### config.mk
export PLATFORM = sky130hd
export DESIGN_NAME = rfp_regs
export DESIGN_NICKNAME = d
export VERILOG_FILES = /design/src/rtl/rfp_pkg.sv /design/src/rtl/rfp_part_if.sv /design/src/rtl/rfp_regs.sv /design/src/rtl/rfp_check.sv
export SDC_FILE = /design/constraint.sdc
export NUM_CORES = 1
export LEC_CHECK = 0
export BUFFER_PORTS_ARGS = -buffer_cell sky130_fd_sc_hd__buf_2
export CAP_MARGIN = 20
export CELL_PAD_IN_SITES_DETAIL_PLACEMENT = 1
export CELL_PAD_IN_SITES_GLOBAL_PLACEMENT = 2
export CORE_ASPECT_RATIO = 2
export CORE_MARGIN = 2
export CORE_UTILIZATION = 28
export DETAILED_ROUTE_END_ITERATION = 7
export MAX_ROUTING_LAYER = met4
export PLACE_DENSITY = 0.88
export SKIP_CTS_REPAIR_TIMING = 1
export SLEW_MARGIN = 10
export SYNTH_ARGS = -nofsm -noshare
export SYNTH_HDL_FRONTEND = slang
export SYNTH_HIERARCHICAL = 1
export SYNTH_SLANG_ARGS = --single-unit
### constraint.sdc
create_clock -name CLK_IN -period 2.4 [get_ports CLK_IN]
set_input_delay 0.48 -clock CLK_IN [delete_from_list [all_inputs] [get_ports CLK_IN]]
set_output_delay 0.48 -clock CLK_IN [all_outputs]
set_load 0.05 [all_outputs]
### src/rtl/rfp_pkg.sv
package rfp_pkg;

    // ----------------------------------------------------------------
    // register map
    // ----------------------------------------------------------------
    localparam int RFP_AW = 12;
    localparam logic [11:0] RFP_OFS_RAM_UPB = 12'h000;
    localparam logic [11:0] RFP_OFS_RAM_SIZE = 12'h004;
    localparam logic [11:0] RFP_OFS_FLASH_UPB = 12'h008;
    localparam logic [11:0] RFP_OFS_FLASH_SIZE = 12'h00c;
    localparam logic [11:0] RFP_OFS_STATUS = 12'h010;

    // ----------------------------------------------------------------
    // field layout and reset values
    // ----------------------------------------------------------------
    localparam int RFP_RAM_LSB = 10;
    localparam int RFP_RAM_MSB = 15;
    localparam int RFP_FL_LSB = 11;
    localparam int RFP_FL_MSB = 19;
    localparam int RFP_FL_SPLIT = 16;
    localparam logic [5:0] RFP_RAM_RST = 6'h00;
    localparam logic [8:0] RFP_FL_RST = 9'h000;

    // ----------------------------------------------------------------
    // implemented sizes in bytes
    // ----------------------------------------------------------------
    localparam logic [31:0] RFP_RAM_SZ_4K = 32'h0000_1000;
    localparam logic [31:0] RFP_RAM_SZ_8K = 32'h0000_2000;
    localparam logic [31:0] RFP_RAM_SZ_16K = 32'h0000_4000;
    localparam logic [31:0] RFP_RAM_SZ_32K = 32'h0000_8000;
    localparam logic [31:0] RFP_RAM_SZ_64K = 32'h0001_0000;
    localparam logic [31:0] RFP_FL_SZ_16K = 32'h0000_4000;
    localparam logic [31:0] RFP_FL_SZ_32K = 32'h0000_8000;
    localparam logic [31:0] RFP_FL_SZ_64K = 32'h0001_0000;
    localparam logic [31:0] RFP_FL_SZ_128K = 32'h0002_0000;
    localparam logic [31:0] RFP_FL_SZ_256K = 32'h0004_0000;

    // ----------------------------------------------------------------
    // partition status bits
    // ----------------------------------------------------------------
    localparam int RFP_ST_W = 5;
    localparam int RFP_ST_RAM_OVER = 0;
    localparam int RFP_ST_RAM_ORDER = 1;
    localparam int RFP_ST_DATA_ORDER = 2;
    localparam int RFP_ST_FL_OVER = 3;
    localparam int RFP_ST_SIZE_BAD = 4;

    typedef enum logic [0:0] {
        RFP_APB_IDLE,
        RFP_APB_ANSWER
    } rfp_apb_state_e;

    function automatic logic rfp_reg_hit(input logic [11:0] a);
        return (a == RFP_OFS_RAM_UPB) || (a == RFP_OFS_RAM_SIZE) ||
               (a == RFP_OFS_FLASH_UPB) || (a == RFP_OFS_FLASH_SIZE) ||
               (a == RFP_OFS_STATUS);
    endfunction : rfp_reg_hit

    function automatic logic rfp_ram_size_ok(input logic [31:0] s);
        return (s == RFP_RAM_SZ_4K) || (s == RFP_RAM_SZ_8K) || (s == RFP_RAM_SZ_16K) ||
               (s == RFP_RAM_SZ_32K) || (s == RFP_RAM_SZ_64K);
    endfunction : rfp_ram_size_ok

    function automatic logic rfp_fl_size_ok(input logic [31:0] s);
        return (s == RFP_FL_SZ_16K) || (s == RFP_FL_SZ_32K) || (s == RFP_FL_SZ_64K) ||
               (s == RFP_FL_SZ_128K) || (s == RFP_FL_SZ_256K);
    endfunction : rfp_fl_size_ok

endpackage : rfp_pkg

### src/rtl/rfp_part_if.sv
`timescale 1ns/1ps
interface rfp_part_if import rfp_pkg::*; ();
    logic [15:0] ram_base;
    logic [19:0] flash_base;
    logic [31:0] ram_size;
    logic [31:0] flash_size;
    logic [15:0] user_data_base;
    logic [15:0] kernel_base;
    logic [RFP_ST_W-1:0] status;

    modport regs (
        output ram_base, flash_base, ram_size, flash_size, user_data_base, kernel_base,
        input status
    );
    modport chk (
        input ram_base, flash_base, ram_size, flash_size, user_data_base, kernel_base,
        output status
    );
endinterface : rfp_part_if

### src/rtl/rfp_regs.sv
// Behaviour
// User program base in RAM reads zero in bits 31..16 and stores nothing there.
// Bits 15..10 of the RAM user program base are writable and set the user program start.
// Bits 9..0 of the RAM user program base always read zero, giving 1 KB steps.
// Software keeps the RAM user program base above the RAM user data base.
// Reset forces both user program bases to zero, leaving all RAM to kernel data.
// Software keeps the RAM user program base at or below the reported RAM size.
// The RAM size register is read-only and returns a fixed valid byte count.
// User program base in flash reads zero in bits 31..20 and stores nothing there.
// Bits 19..11 of the flash user program base are writable and set the region start.
// Bits 10..0 of the flash user program base always read zero, giving 2 KB steps.
// Software keeps the flash user program base at or below the reported flash size.
// The flash size register is read-only and returns a fixed valid byte count.
// Software keeps the RAM user data base above the RAM kernel program base.
// Writes to read-only or unimplemented bits, and to the size registers, are ignored.
//
// The register offsets and the APB slave port are this design's own decisions.
`timescale 1ns/1ps
module rfp_regs import rfp_pkg::*; #(
    parameter logic [31:0] RAM_SIZE = RFP_RAM_SZ_8K,
    parameter logic [31:0] FLASH_SIZE = RFP_FL_SZ_32K
) (
    input wire logic CLK_IN,
    input wire logic RST_N_IN,
    input wire logic PSEL_IN,
    input wire logic PENABLE_IN,
    input wire logic PWRITE_IN,
    input wire logic [RFP_AW-1:0] PADDR_IN,
    input wire logic [31:0] PWDATA_IN,
    input wire logic [3:0] PSTRB_IN,
    input wire logic [15:0] RAM_USER_DATA_BASE_IN,
    input wire logic [15:0] RAM_KERNEL_PROGRAM_BASE_IN,
    output logic [31:0] PRDATA_OUT,
    output logic PREADY_OUT,
    output logic PSLVERR_OUT,
    output logic [15:0] RAM_USER_PROGRAM_BASE_OUT,
    output logic [19:0] FLASH_USER_PROGRAM_BASE_OUT,
    output logic [RFP_ST_W-1:0] PARTITION_STATUS_OUT,
    output logic PARTITION_FAULT_OUT
);

    // ----------------------------------------------------------------
    // declarations
    // ----------------------------------------------------------------
    rfp_apb_state_e state;
    rfp_apb_state_e next_state;
    logic [5:0] ram_field;
    logic [8:0] flash_field;
    logic [15:0] ram_base;
    logic [19:0] flash_base;
    logic [31:0] next_rdata;
    logic access;
    logic wr_fire;
    logic rd_fire;

    rfp_part_if part ();

    // ----------------------------------------------------------------
    // bus decode
    // ----------------------------------------------------------------
    assign access = PSEL_IN && PENABLE_IN;
    assign wr_fire = access && PREADY_OUT && PWRITE_IN;
    assign rd_fire = access && PREADY_OUT && !PWRITE_IN;

    // only the stored fields exist; the rest is wired zero
    assign ram_base = {ram_field, 10'h000};
    assign flash_base = {flash_field, 11'h000};

    // ----------------------------------------------------------------
    // apb handshake, one wait state
    // ----------------------------------------------------------------
    always_comb begin
        next_state = state;
        case (state)
            RFP_APB_IDLE: begin
                if (access) begin
                    next_state = RFP_APB_ANSWER;
                end
            end
            RFP_APB_ANSWER: begin
                next_state = RFP_APB_IDLE;
            end
            default: begin
                next_state = RFP_APB_IDLE;
            end
        endcase
    end

    always_ff @(posedge CLK_IN) begin
        if (!RST_N_IN) begin
            state <= RFP_APB_IDLE;
            PREADY_OUT <= 1'b0;
            PSLVERR_OUT <= 1'b0;
        end else begin
            state <= next_state;
            PREADY_OUT <= (state == RFP_APB_IDLE) && access;
            PSLVERR_OUT <= (state == RFP_APB_IDLE) && access && !rfp_reg_hit(PADDR_IN);
        end
    end

    // ----------------------------------------------------------------
    // read data
    // ----------------------------------------------------------------
    always_comb begin
        case (PADDR_IN)
            RFP_OFS_RAM_UPB: begin
                next_rdata = {16'h0000, ram_base};
            end
            RFP_OFS_RAM_SIZE: begin
                next_rdata = RAM_SIZE;
            end
            RFP_OFS_FLASH_UPB: begin
                next_rdata = {12'h000, flash_base};
            end
            RFP_OFS_FLASH_SIZE: begin
                next_rdata = FLASH_SIZE;
            end
            RFP_OFS_STATUS: begin
                next_rdata = {27'h0000000, part.status};
            end
            default: begin
                next_rdata = 32'h0000_0000;
            end
        endcase
    end

    always_ff @(posedge CLK_IN) begin
        if (!RST_N_IN) begin
            PRDATA_OUT <= 32'h0000_0000;
        end else if ((state == RFP_APB_IDLE) && access && !PWRITE_IN) begin
            PRDATA_OUT <= next_rdata;
        end else begin
            PRDATA_OUT <= 32'h0000_0000;
        end
    end

    // ----------------------------------------------------------------
    // user program base in data ram
    // ----------------------------------------------------------------
    always_ff @(posedge CLK_IN) begin
        if (!RST_N_IN) begin
            ram_field <= RFP_RAM_RST;
        end else if (wr_fire && (PADDR_IN == RFP_OFS_RAM_UPB) && PSTRB_IN[1]) begin
            ram_field <= PWDATA_IN[RFP_RAM_MSB:RFP_RAM_LSB];
        end
    end

    // ----------------------------------------------------------------
    // user program base in program flash
    // ----------------------------------------------------------------
    always_ff @(posedge CLK_IN) begin
        if (!RST_N_IN) begin
            flash_field <= RFP_FL_RST;
        end else if (wr_fire && (PADDR_IN == RFP_OFS_FLASH_UPB)) begin
            if (PSTRB_IN[1]) begin
                flash_field[4:0] <= PWDATA_IN[RFP_FL_SPLIT-1:RFP_FL_LSB];
            end
            if (PSTRB_IN[2]) begin
                flash_field[8:5] <= PWDATA_IN[RFP_FL_MSB:RFP_FL_SPLIT];
            end
        end
    end

    // ----------------------------------------------------------------
    // partition check
    // ----------------------------------------------------------------
    assign part.ram_base = ram_base;
    assign part.flash_base = flash_base;
    assign part.ram_size = RAM_SIZE;
    assign part.flash_size = FLASH_SIZE;
    assign part.user_data_base = RAM_USER_DATA_BASE_IN;
    assign part.kernel_base = RAM_KERNEL_PROGRAM_BASE_IN;

    rfp_check u_check (
        .clk_in(CLK_IN),
        .rst_n_in(RST_N_IN),
        .part(part.chk)
    );

    always_ff @(posedge CLK_IN) begin
        if (!RST_N_IN) begin
            RAM_USER_PROGRAM_BASE_OUT <= 16'h0000;
            FLASH_USER_PROGRAM_BASE_OUT <= 20'h00000;
            PARTITION_STATUS_OUT <= '0;
            PARTITION_FAULT_OUT <= 1'b0;
        end else begin
            RAM_USER_PROGRAM_BASE_OUT <= ram_base;
            FLASH_USER_PROGRAM_BASE_OUT <= flash_base;
            PARTITION_STATUS_OUT <= part.status;
            PARTITION_FAULT_OUT <= |part.status;
        end
    end

    // ----------------------------------------------------------------
    // assertions
    // ----------------------------------------------------------------
    AST_RAM_HIGH_ZERO: assert property (
        @(posedge CLK_IN) disable iff (!RST_N_IN)
        rd_fire && (PADDR_IN == RFP_OFS_RAM_UPB) |-> PRDATA_OUT[31:16] == 16'h0000
    ) else $error("ram user base upper bits not zero");

    AST_RAM_FIELD_WRITE: assert property (
        @(posedge CLK_IN) disable iff (!RST_N_IN)
        wr_fire && (PADDR_IN == RFP_OFS_RAM_UPB) && PSTRB_IN[1]
        |-> ##2 RAM_USER_PROGRAM_BASE_OUT[15:10] == $past(PWDATA_IN[15:10], 2)
    ) else $error("ram user base write not applied");

    AST_RAM_LOW_ZERO: assert property (
        @(posedge CLK_IN) disable iff (!RST_N_IN)
        rd_fire && (PADDR_IN == RFP_OFS_RAM_UPB) |-> PRDATA_OUT[9:0] == 10'h000
    ) else $error("ram user base low bits not zero");

    AST_RESET_CLEARS: assert property (
        @(posedge CLK_IN) disable iff (!RST_N_IN)
        $rose(RST_N_IN) |-> (ram_field == 6'h00) && (flash_field == 9'h000)
            ##1 (RAM_USER_PROGRAM_BASE_OUT == 16'h0000)
    ) else $error("bases not cleared by reset");

    AST_RAM_SIZE_READ: assert property (
        @(posedge CLK_IN) disable iff (!RST_N_IN)
        rd_fire && (PADDR_IN == RFP_OFS_RAM_SIZE) |-> PRDATA_OUT == RAM_SIZE && !PSLVERR_OUT
    ) else $error("ram size read wrong");

    AST_FLASH_HIGH_ZERO: assert property (
        @(posedge CLK_IN) disable iff (!RST_N_IN)
        rd_fire && (PADDR_IN == RFP_OFS_FLASH_UPB) |-> PRDATA_OUT[31:20] == 12'h000
    ) else $error("flash user base upper bits not zero");

    AST_FLASH_FIELD_WRITE: assert property (
        @(posedge CLK_IN) disable iff (!RST_N_IN)
        wr_fire && (PADDR_IN == RFP_OFS_FLASH_UPB) && (PSTRB_IN[2:1] == 2'b11)
        |-> ##2 FLASH_USER_PROGRAM_BASE_OUT[19:11] == $past(PWDATA_IN[19:11], 2)
    ) else $error("flash user base write not applied");

    AST_FLASH_LOW_ZERO: assert property (
        @(posedge CLK_IN) disable iff (!RST_N_IN)
        rd_fire && (PADDR_IN == RFP_OFS_FLASH_UPB) |-> PRDATA_OUT[10:0] == 11'h000
    ) else $error("flash user base low bits not zero");

    AST_FLASH_SIZE_READ: assert property (
        @(posedge CLK_IN) disable iff (!RST_N_IN)
        rd_fire && (PADDR_IN == RFP_OFS_FLASH_SIZE) |-> PRDATA_OUT == FLASH_SIZE
    ) else $error("flash size read wrong");

    AST_RO_WRITE_IGNORED: assert property (
        @(posedge CLK_IN) disable iff (!RST_N_IN)
        wr_fire && (PADDR_IN != RFP_OFS_RAM_UPB) && (PADDR_IN != RFP_OFS_FLASH_UPB)
        |=> $stable(ram_field) && $stable(flash_field)
    ) else $error("write to read-only register changed a base");

    AST_READY_ONE_WAIT: assert property (
        @(posedge CLK_IN) disable iff (!RST_N_IN)
        (state == RFP_APB_IDLE) && access |=> PREADY_OUT ##1 !PREADY_OUT
    ) else $error("ready not one cycle after one wait state");

    AST_UNMAPPED_ERROR: assert property (
        @(posedge CLK_IN) disable iff (!RST_N_IN)
        (state == RFP_APB_IDLE) && access && !rfp_reg_hit(PADDR_IN)
        |=> PREADY_OUT && PSLVERR_OUT && (PRDATA_OUT == 32'h0000_0000)
    ) else $error("unmapped access not answered with an error");

    AST_MAPPED_NO_ERROR: assert property (
        @(posedge CLK_IN) disable iff (!RST_N_IN)
        (state == RFP_APB_IDLE) && access && rfp_reg_hit(PADDR_IN)
        |=> PREADY_OUT && !PSLVERR_OUT
    ) else $error("mapped access answered with an error");

    AST_RAM_STROBE_OFF: assert property (
        @(posedge CLK_IN) disable iff (!RST_N_IN)
        wr_fire && (PADDR_IN == RFP_OFS_RAM_UPB) && !PSTRB_IN[1] |=> $stable(ram_field)
    ) else $error("ram user base changed without its lane");

    AST_FLASH_LANE_KEEP: assert property (
        @(posedge CLK_IN) disable iff (!RST_N_IN)
        wr_fire && (PADDR_IN == RFP_OFS_FLASH_UPB) && !PSTRB_IN[2] |=> $stable(flash_field[8:5])
    ) else $error("flash user base upper field changed without its lane");

    AST_RAM_OUT_FOLLOWS: assert property (
        @(posedge CLK_IN) disable iff (!RST_N_IN)
        (RAM_USER_PROGRAM_BASE_OUT == $past(ram_base)) && (RAM_USER_PROGRAM_BASE_OUT[9:0] == 10'h000)
    ) else $error("ram user base output does not follow the register");

    AST_FLASH_OUT_FOLLOWS: assert property (
        @(posedge CLK_IN) disable iff (!RST_N_IN)
        (FLASH_USER_PROGRAM_BASE_OUT == $past(flash_base)) &&
        (FLASH_USER_PROGRAM_BASE_OUT[10:0] == 11'h000)
    ) else $error("flash user base output does not follow the register");

    AST_STATUS_FOLLOWS: assert property (
        @(posedge CLK_IN) disable iff (!RST_N_IN)
        PARTITION_STATUS_OUT == $past(part.status)
    ) else $error("partition status output does not follow the flags");

    AST_FAULT_FOLLOWS: assert property (
        @(posedge CLK_IN) disable iff (!RST_N_IN)
        PARTITION_FAULT_OUT == |$past(part.status)
    ) else $error("partition fault output does not follow the flags");

    AST_STATUS_READ: assert property (
        @(posedge CLK_IN) disable iff (!RST_N_IN)
        rd_fire && (PADDR_IN == RFP_OFS_STATUS)
        |-> PRDATA_OUT == {27'h0000000, $past(part.status)}
    ) else $error("partition status read wrong");

    COV_RAM_WRITE: cover property (
        @(posedge CLK_IN) disable iff (!RST_N_IN)
        wr_fire && (PADDR_IN == RFP_OFS_RAM_UPB) && (PWDATA_IN[15:10] != 6'h00)
    );
    COV_FLASH_READ: cover property (
        @(posedge CLK_IN) disable iff (!RST_N_IN)
        rd_fire && (PADDR_IN == RFP_OFS_FLASH_UPB) && (PRDATA_OUT != 32'h0000_0000)
    );
    COV_UNMAPPED: cover property (
        @(posedge CLK_IN) disable iff (!RST_N_IN)
        PREADY_OUT && PSLVERR_OUT
    );
    COV_FAULT: cover property (
        @(posedge CLK_IN) disable iff (!RST_N_IN)
        $rose(PARTITION_FAULT_OUT)
    );

endmodule : rfp_regs

### src/rtl/rfp_check.sv
`timescale 1ns/1ps
module rfp_check import rfp_pkg::*; (
    input wire logic clk_in,
    input wire logic rst_n_in,
    rfp_part_if.chk part
);

    // ----------------------------------------------------------------
    // partition consistency flags
    // ----------------------------------------------------------------
    always_ff @(posedge clk_in) begin
        if (!rst_n_in) begin
            part.status <= '0;
        end else begin
            part.status[RFP_ST_RAM_OVER] <= {16'h0000, part.ram_base} > part.ram_size;
            part.status[RFP_ST_RAM_ORDER] <= (part.ram_base != 16'h0000) &&
                (part.ram_base <= part.user_data_base);
            part.status[RFP_ST_DATA_ORDER] <= (part.user_data_base != 16'h0000) &&
                (part.user_data_base <= part.kernel_base);
            part.status[RFP_ST_FL_OVER] <= {12'h000, part.flash_base} > part.flash_size;
            part.status[RFP_ST_SIZE_BAD] <= !rfp_ram_size_ok(part.ram_size) ||
                !rfp_fl_size_ok(part.flash_size);
        end
    end

endmodule : rfp_check

==> flow_summary.json <==
{
  "synth_area_um2": 4170,
  "whs_ns": 0.406,
  "n_fill_cell": 1928,
  "min-delay-start": "PWDATA_IN[17]",
  "clock_latency_ns": 0.33,
  "finalMaxSlewViolations": 0,
  "viasPerCell": 4.27,
  "clockRootBuffer": "clkbuf_16",
  "grt_antenna_before_repair": 0,
  "insertedDiodeCount": 0,
  "routed.top_layer": "met4",
  "met3WireLength_um": 453,
  "hold_viol": 0,
  "cp-start-kind": "primary input",
  "place_area_um2": 5380,
  "final_area_um2": 5670,
  "min_period_ns": 2.11,
  "crit_fanout": 3,
  "yosys_warnings": 6,
  "seq_area_frac_synth": 0.283,
  "h-tree-depth": 3,
  "utilization": 0.385,
  "core_um2": 14700,
  "grt_pass1_wl_um": 19700,
  "wl_per_cell_um": 12.6,
  "yosys.cell_types.count": 49,
  "netlist_instances": 499,
  "timing.rr.end": "PRDATA_OUT[12]",
  "final_cell_count_no_fill": 963,
  "route.met2.wl_um": 7390,
  "grt_max_degree": 33,
  "power.density_nw_per_um2": 486,
  "arrival_ns": 2.37,
  "ioPinCount": 161,
  "die_area_um2": 16000,
  "setup_viol": 0,
  "reg2reg_from": "state",
  "synth-seq-cells": 59,
  "layout-drive-gt1-share": 0.164,
  "ff2ff_path_depth": 4,
  "drt_iter0_drc": 71,
  "finalCritPeriodShare": 0.881,
  "m1WireLength_um": 3830,
  "synth-edff-count": 0,
  "row_count": 63,
  "hold_class": "primary input to flop",
  "synth_async_sr_flop_share": 0,
  "whs_path_depth": 3,
  "hpwlAfterDp_um": 10600,
  "grt_pass1_vias": 4445,
  "cts_sinks": 59,
  "critPathRequiredTime_ns": 2.65,
  "synth_flop_cell": "dfxtp_1",
  "min_to": "flash_field[6]",
  "start_util": 0.283,
  "finalPower_mw": 2.76,
  "cts_made_buffers": 9,
  "grt_util_all_layers": 0.161,
  "cts_tree": "built",
  "outcome": "finished clean",
  "postRouteAntennaNets": 0,
  "clock_path_buffers": 2,
  "dr.pass1.iters": 4,
  "globalRoute.totalOverflow": 0,
  "gp_congestion": 0.818,
  "cap_viol_max_count": 0,
  "max_freq_mhz": 473,
  "rsz0062_at_grt": "no",
  "vias": 4113,
  "wl_um": 12100,
  "nNetsFinal": 916,
  "syn_to_final_growth_pct": 35.8,
  "regToRegSetupSlack_ns": 0.43,
  "end_kind": "flop",
  "p_leak_nw": 3.12,
  "worstSetupPathType": "primary input to flop",
  "syn_avg_cell_area_um2": 8.36,
  "clock_skew_ns": 0.00640,
  "port-buffer-count": 98,
  "die_h_um": 177,
  "die_x_um": 90.3,
  "post-place-cells": 947,
  "ir_drop_mv": 0.361,
  "drc": 0,
  "clk_pin_slew_ns": 0.05
}
[cells by family after synthesis]
logic type | Yosys count | synth area share
simple gates | 151 | 0.209
buf+inv | 124 | 0.147
compound gates | 81 | 0.122
fa+ha+maj | 68 | 0.204
flops | 59 | 0.283
mux | 13 | 0.0312
other cells | 2 | 0.00180
xor+xnor | 1 | 0.00210
[critical path: stages]
cell    delay [ns]
buf_2         0.10
nor4_1        0.44
or4b_2        0.68
or4_1         0.50
nor2_1        0.17
[registers in the layout, indices dropped and copies added, names as in the netlist]
| name | flops |
|---|---|
| state | 1 |
| PSLVERR_OUT | 1 |
| PARTITION_STATUS_OUT | 5 |
| flash_field | 9 |
| RAM_USER_PROGRAM_BASE_OUT | 6 |
| PRDATA_OUT | 15 |
| FLASH_USER_PROGRAM_BASE_OUT | 9 |
| PARTITION_FAULT_OUT | 1 |
| u_check/part.status | 5 |
| PREADY_OUT | 1 |
| ram_field | 6 |
[power breakdown]
group	internal (mW)	leakage (nW)	switching [mW]	total, mW
Clock	0.829	0.141	0.407	1.24
Sequential	0.992	0.478	0.00458	0.996
Combinational	0.156	2.50	0.369	0.525
Total	1.98	3.12	0.780	2.76
[cells in the mapped netlist, types with 5 or more instances]
cell type	number	area (um^2)
inv_1	81	304
ha_1	68	851
dfxtp_1	59	1180
nand2_1	39	146
buf_4	38	285
a21oi_1	33	165
nor4_1	20	125
and2_1	19	119
nand4_1	17	106
mux2i_1	13	130
nor2_1	13	48.8
nor3_1	10	50.1
nand3_1	9	45.0
o21ai_0	7	35.0
o21ai_1	6	30.0
a21o_1	5	37.5
o31ai_1	5	37.5
[cell type report]
class,count,area [um^2],area share
inverters,81,304,0.0536
clock inverters,2,35.0,0.00618
clock buffers,14,254,0.0448
well taps,195,244,0.0430
multi-input cells,507,3090,0.546
flip-flops and latches,59,1180,0.208
repair buffers,105,556,0.0980
[per-stage QoR]
| stage | setup TNS, ns | setup WS, ns |
|---|---|---|
| floorplan | 0 | 0.254 |
| global placement | 0 | 0.0382 |
| detailed placement | -0.00737 | -0.00737 |
| CTS | 0 | 0.325 |
| global route | 0 | 0.228 |
| finish | 0 | 0.286 |
[routing by layer]
metal | up-vias | GRT usage
met1 | 1911 | 0.123
li1 | 2041 | -
met3 | 31 | 0.0217
met5 | - | -
met2 | 130 | 0.344
met4 | 0 | 0.0891
[cells in the final DEF (no fill, tap or decap), types with 3 or more instances in the layout]
cell type,count
nand4_1,17
mux2i_1,13
nor4_2,3
a21o_1,5
nor2_1,13
o211ai_1,3
o31ai_1,5
ha_1,68
nor4_1,20
or4_1,3
nand3_1,9
inv_1,81
nor3_1,10
a21oi_1,33
clkbuf_1,4
buf_2,98
and2_1,19
dfxtp_1,59
buf_4,6
o21ai_1,6
nand2_1,39
clkbuf_16,9
nor2b_1,4
o21ai_0,7
conb_1,193
o21a_1,4
[worst max-delay path by stage]
stage,from,to,slack [ns],cells after the start
final,PADDR_IN[0],PRDATA_OUT[12],0.29,5
after global routing,PADDR_IN[0],PRDATA_OUT[14],0.23,5
after CTS,PADDR_IN[0],PRDATA_OUT[12],0.33,5
after detailed placement,PADDR_IN[0],PRDATA_OUT[14],-0.007,5
after global placement,PADDR_IN[9],ram_field[1],0.04,6
after floorplan,PADDR_IN[9],ram_field[0],0.25,5
No activity file was read; power rests on OpenSTA's default activity.
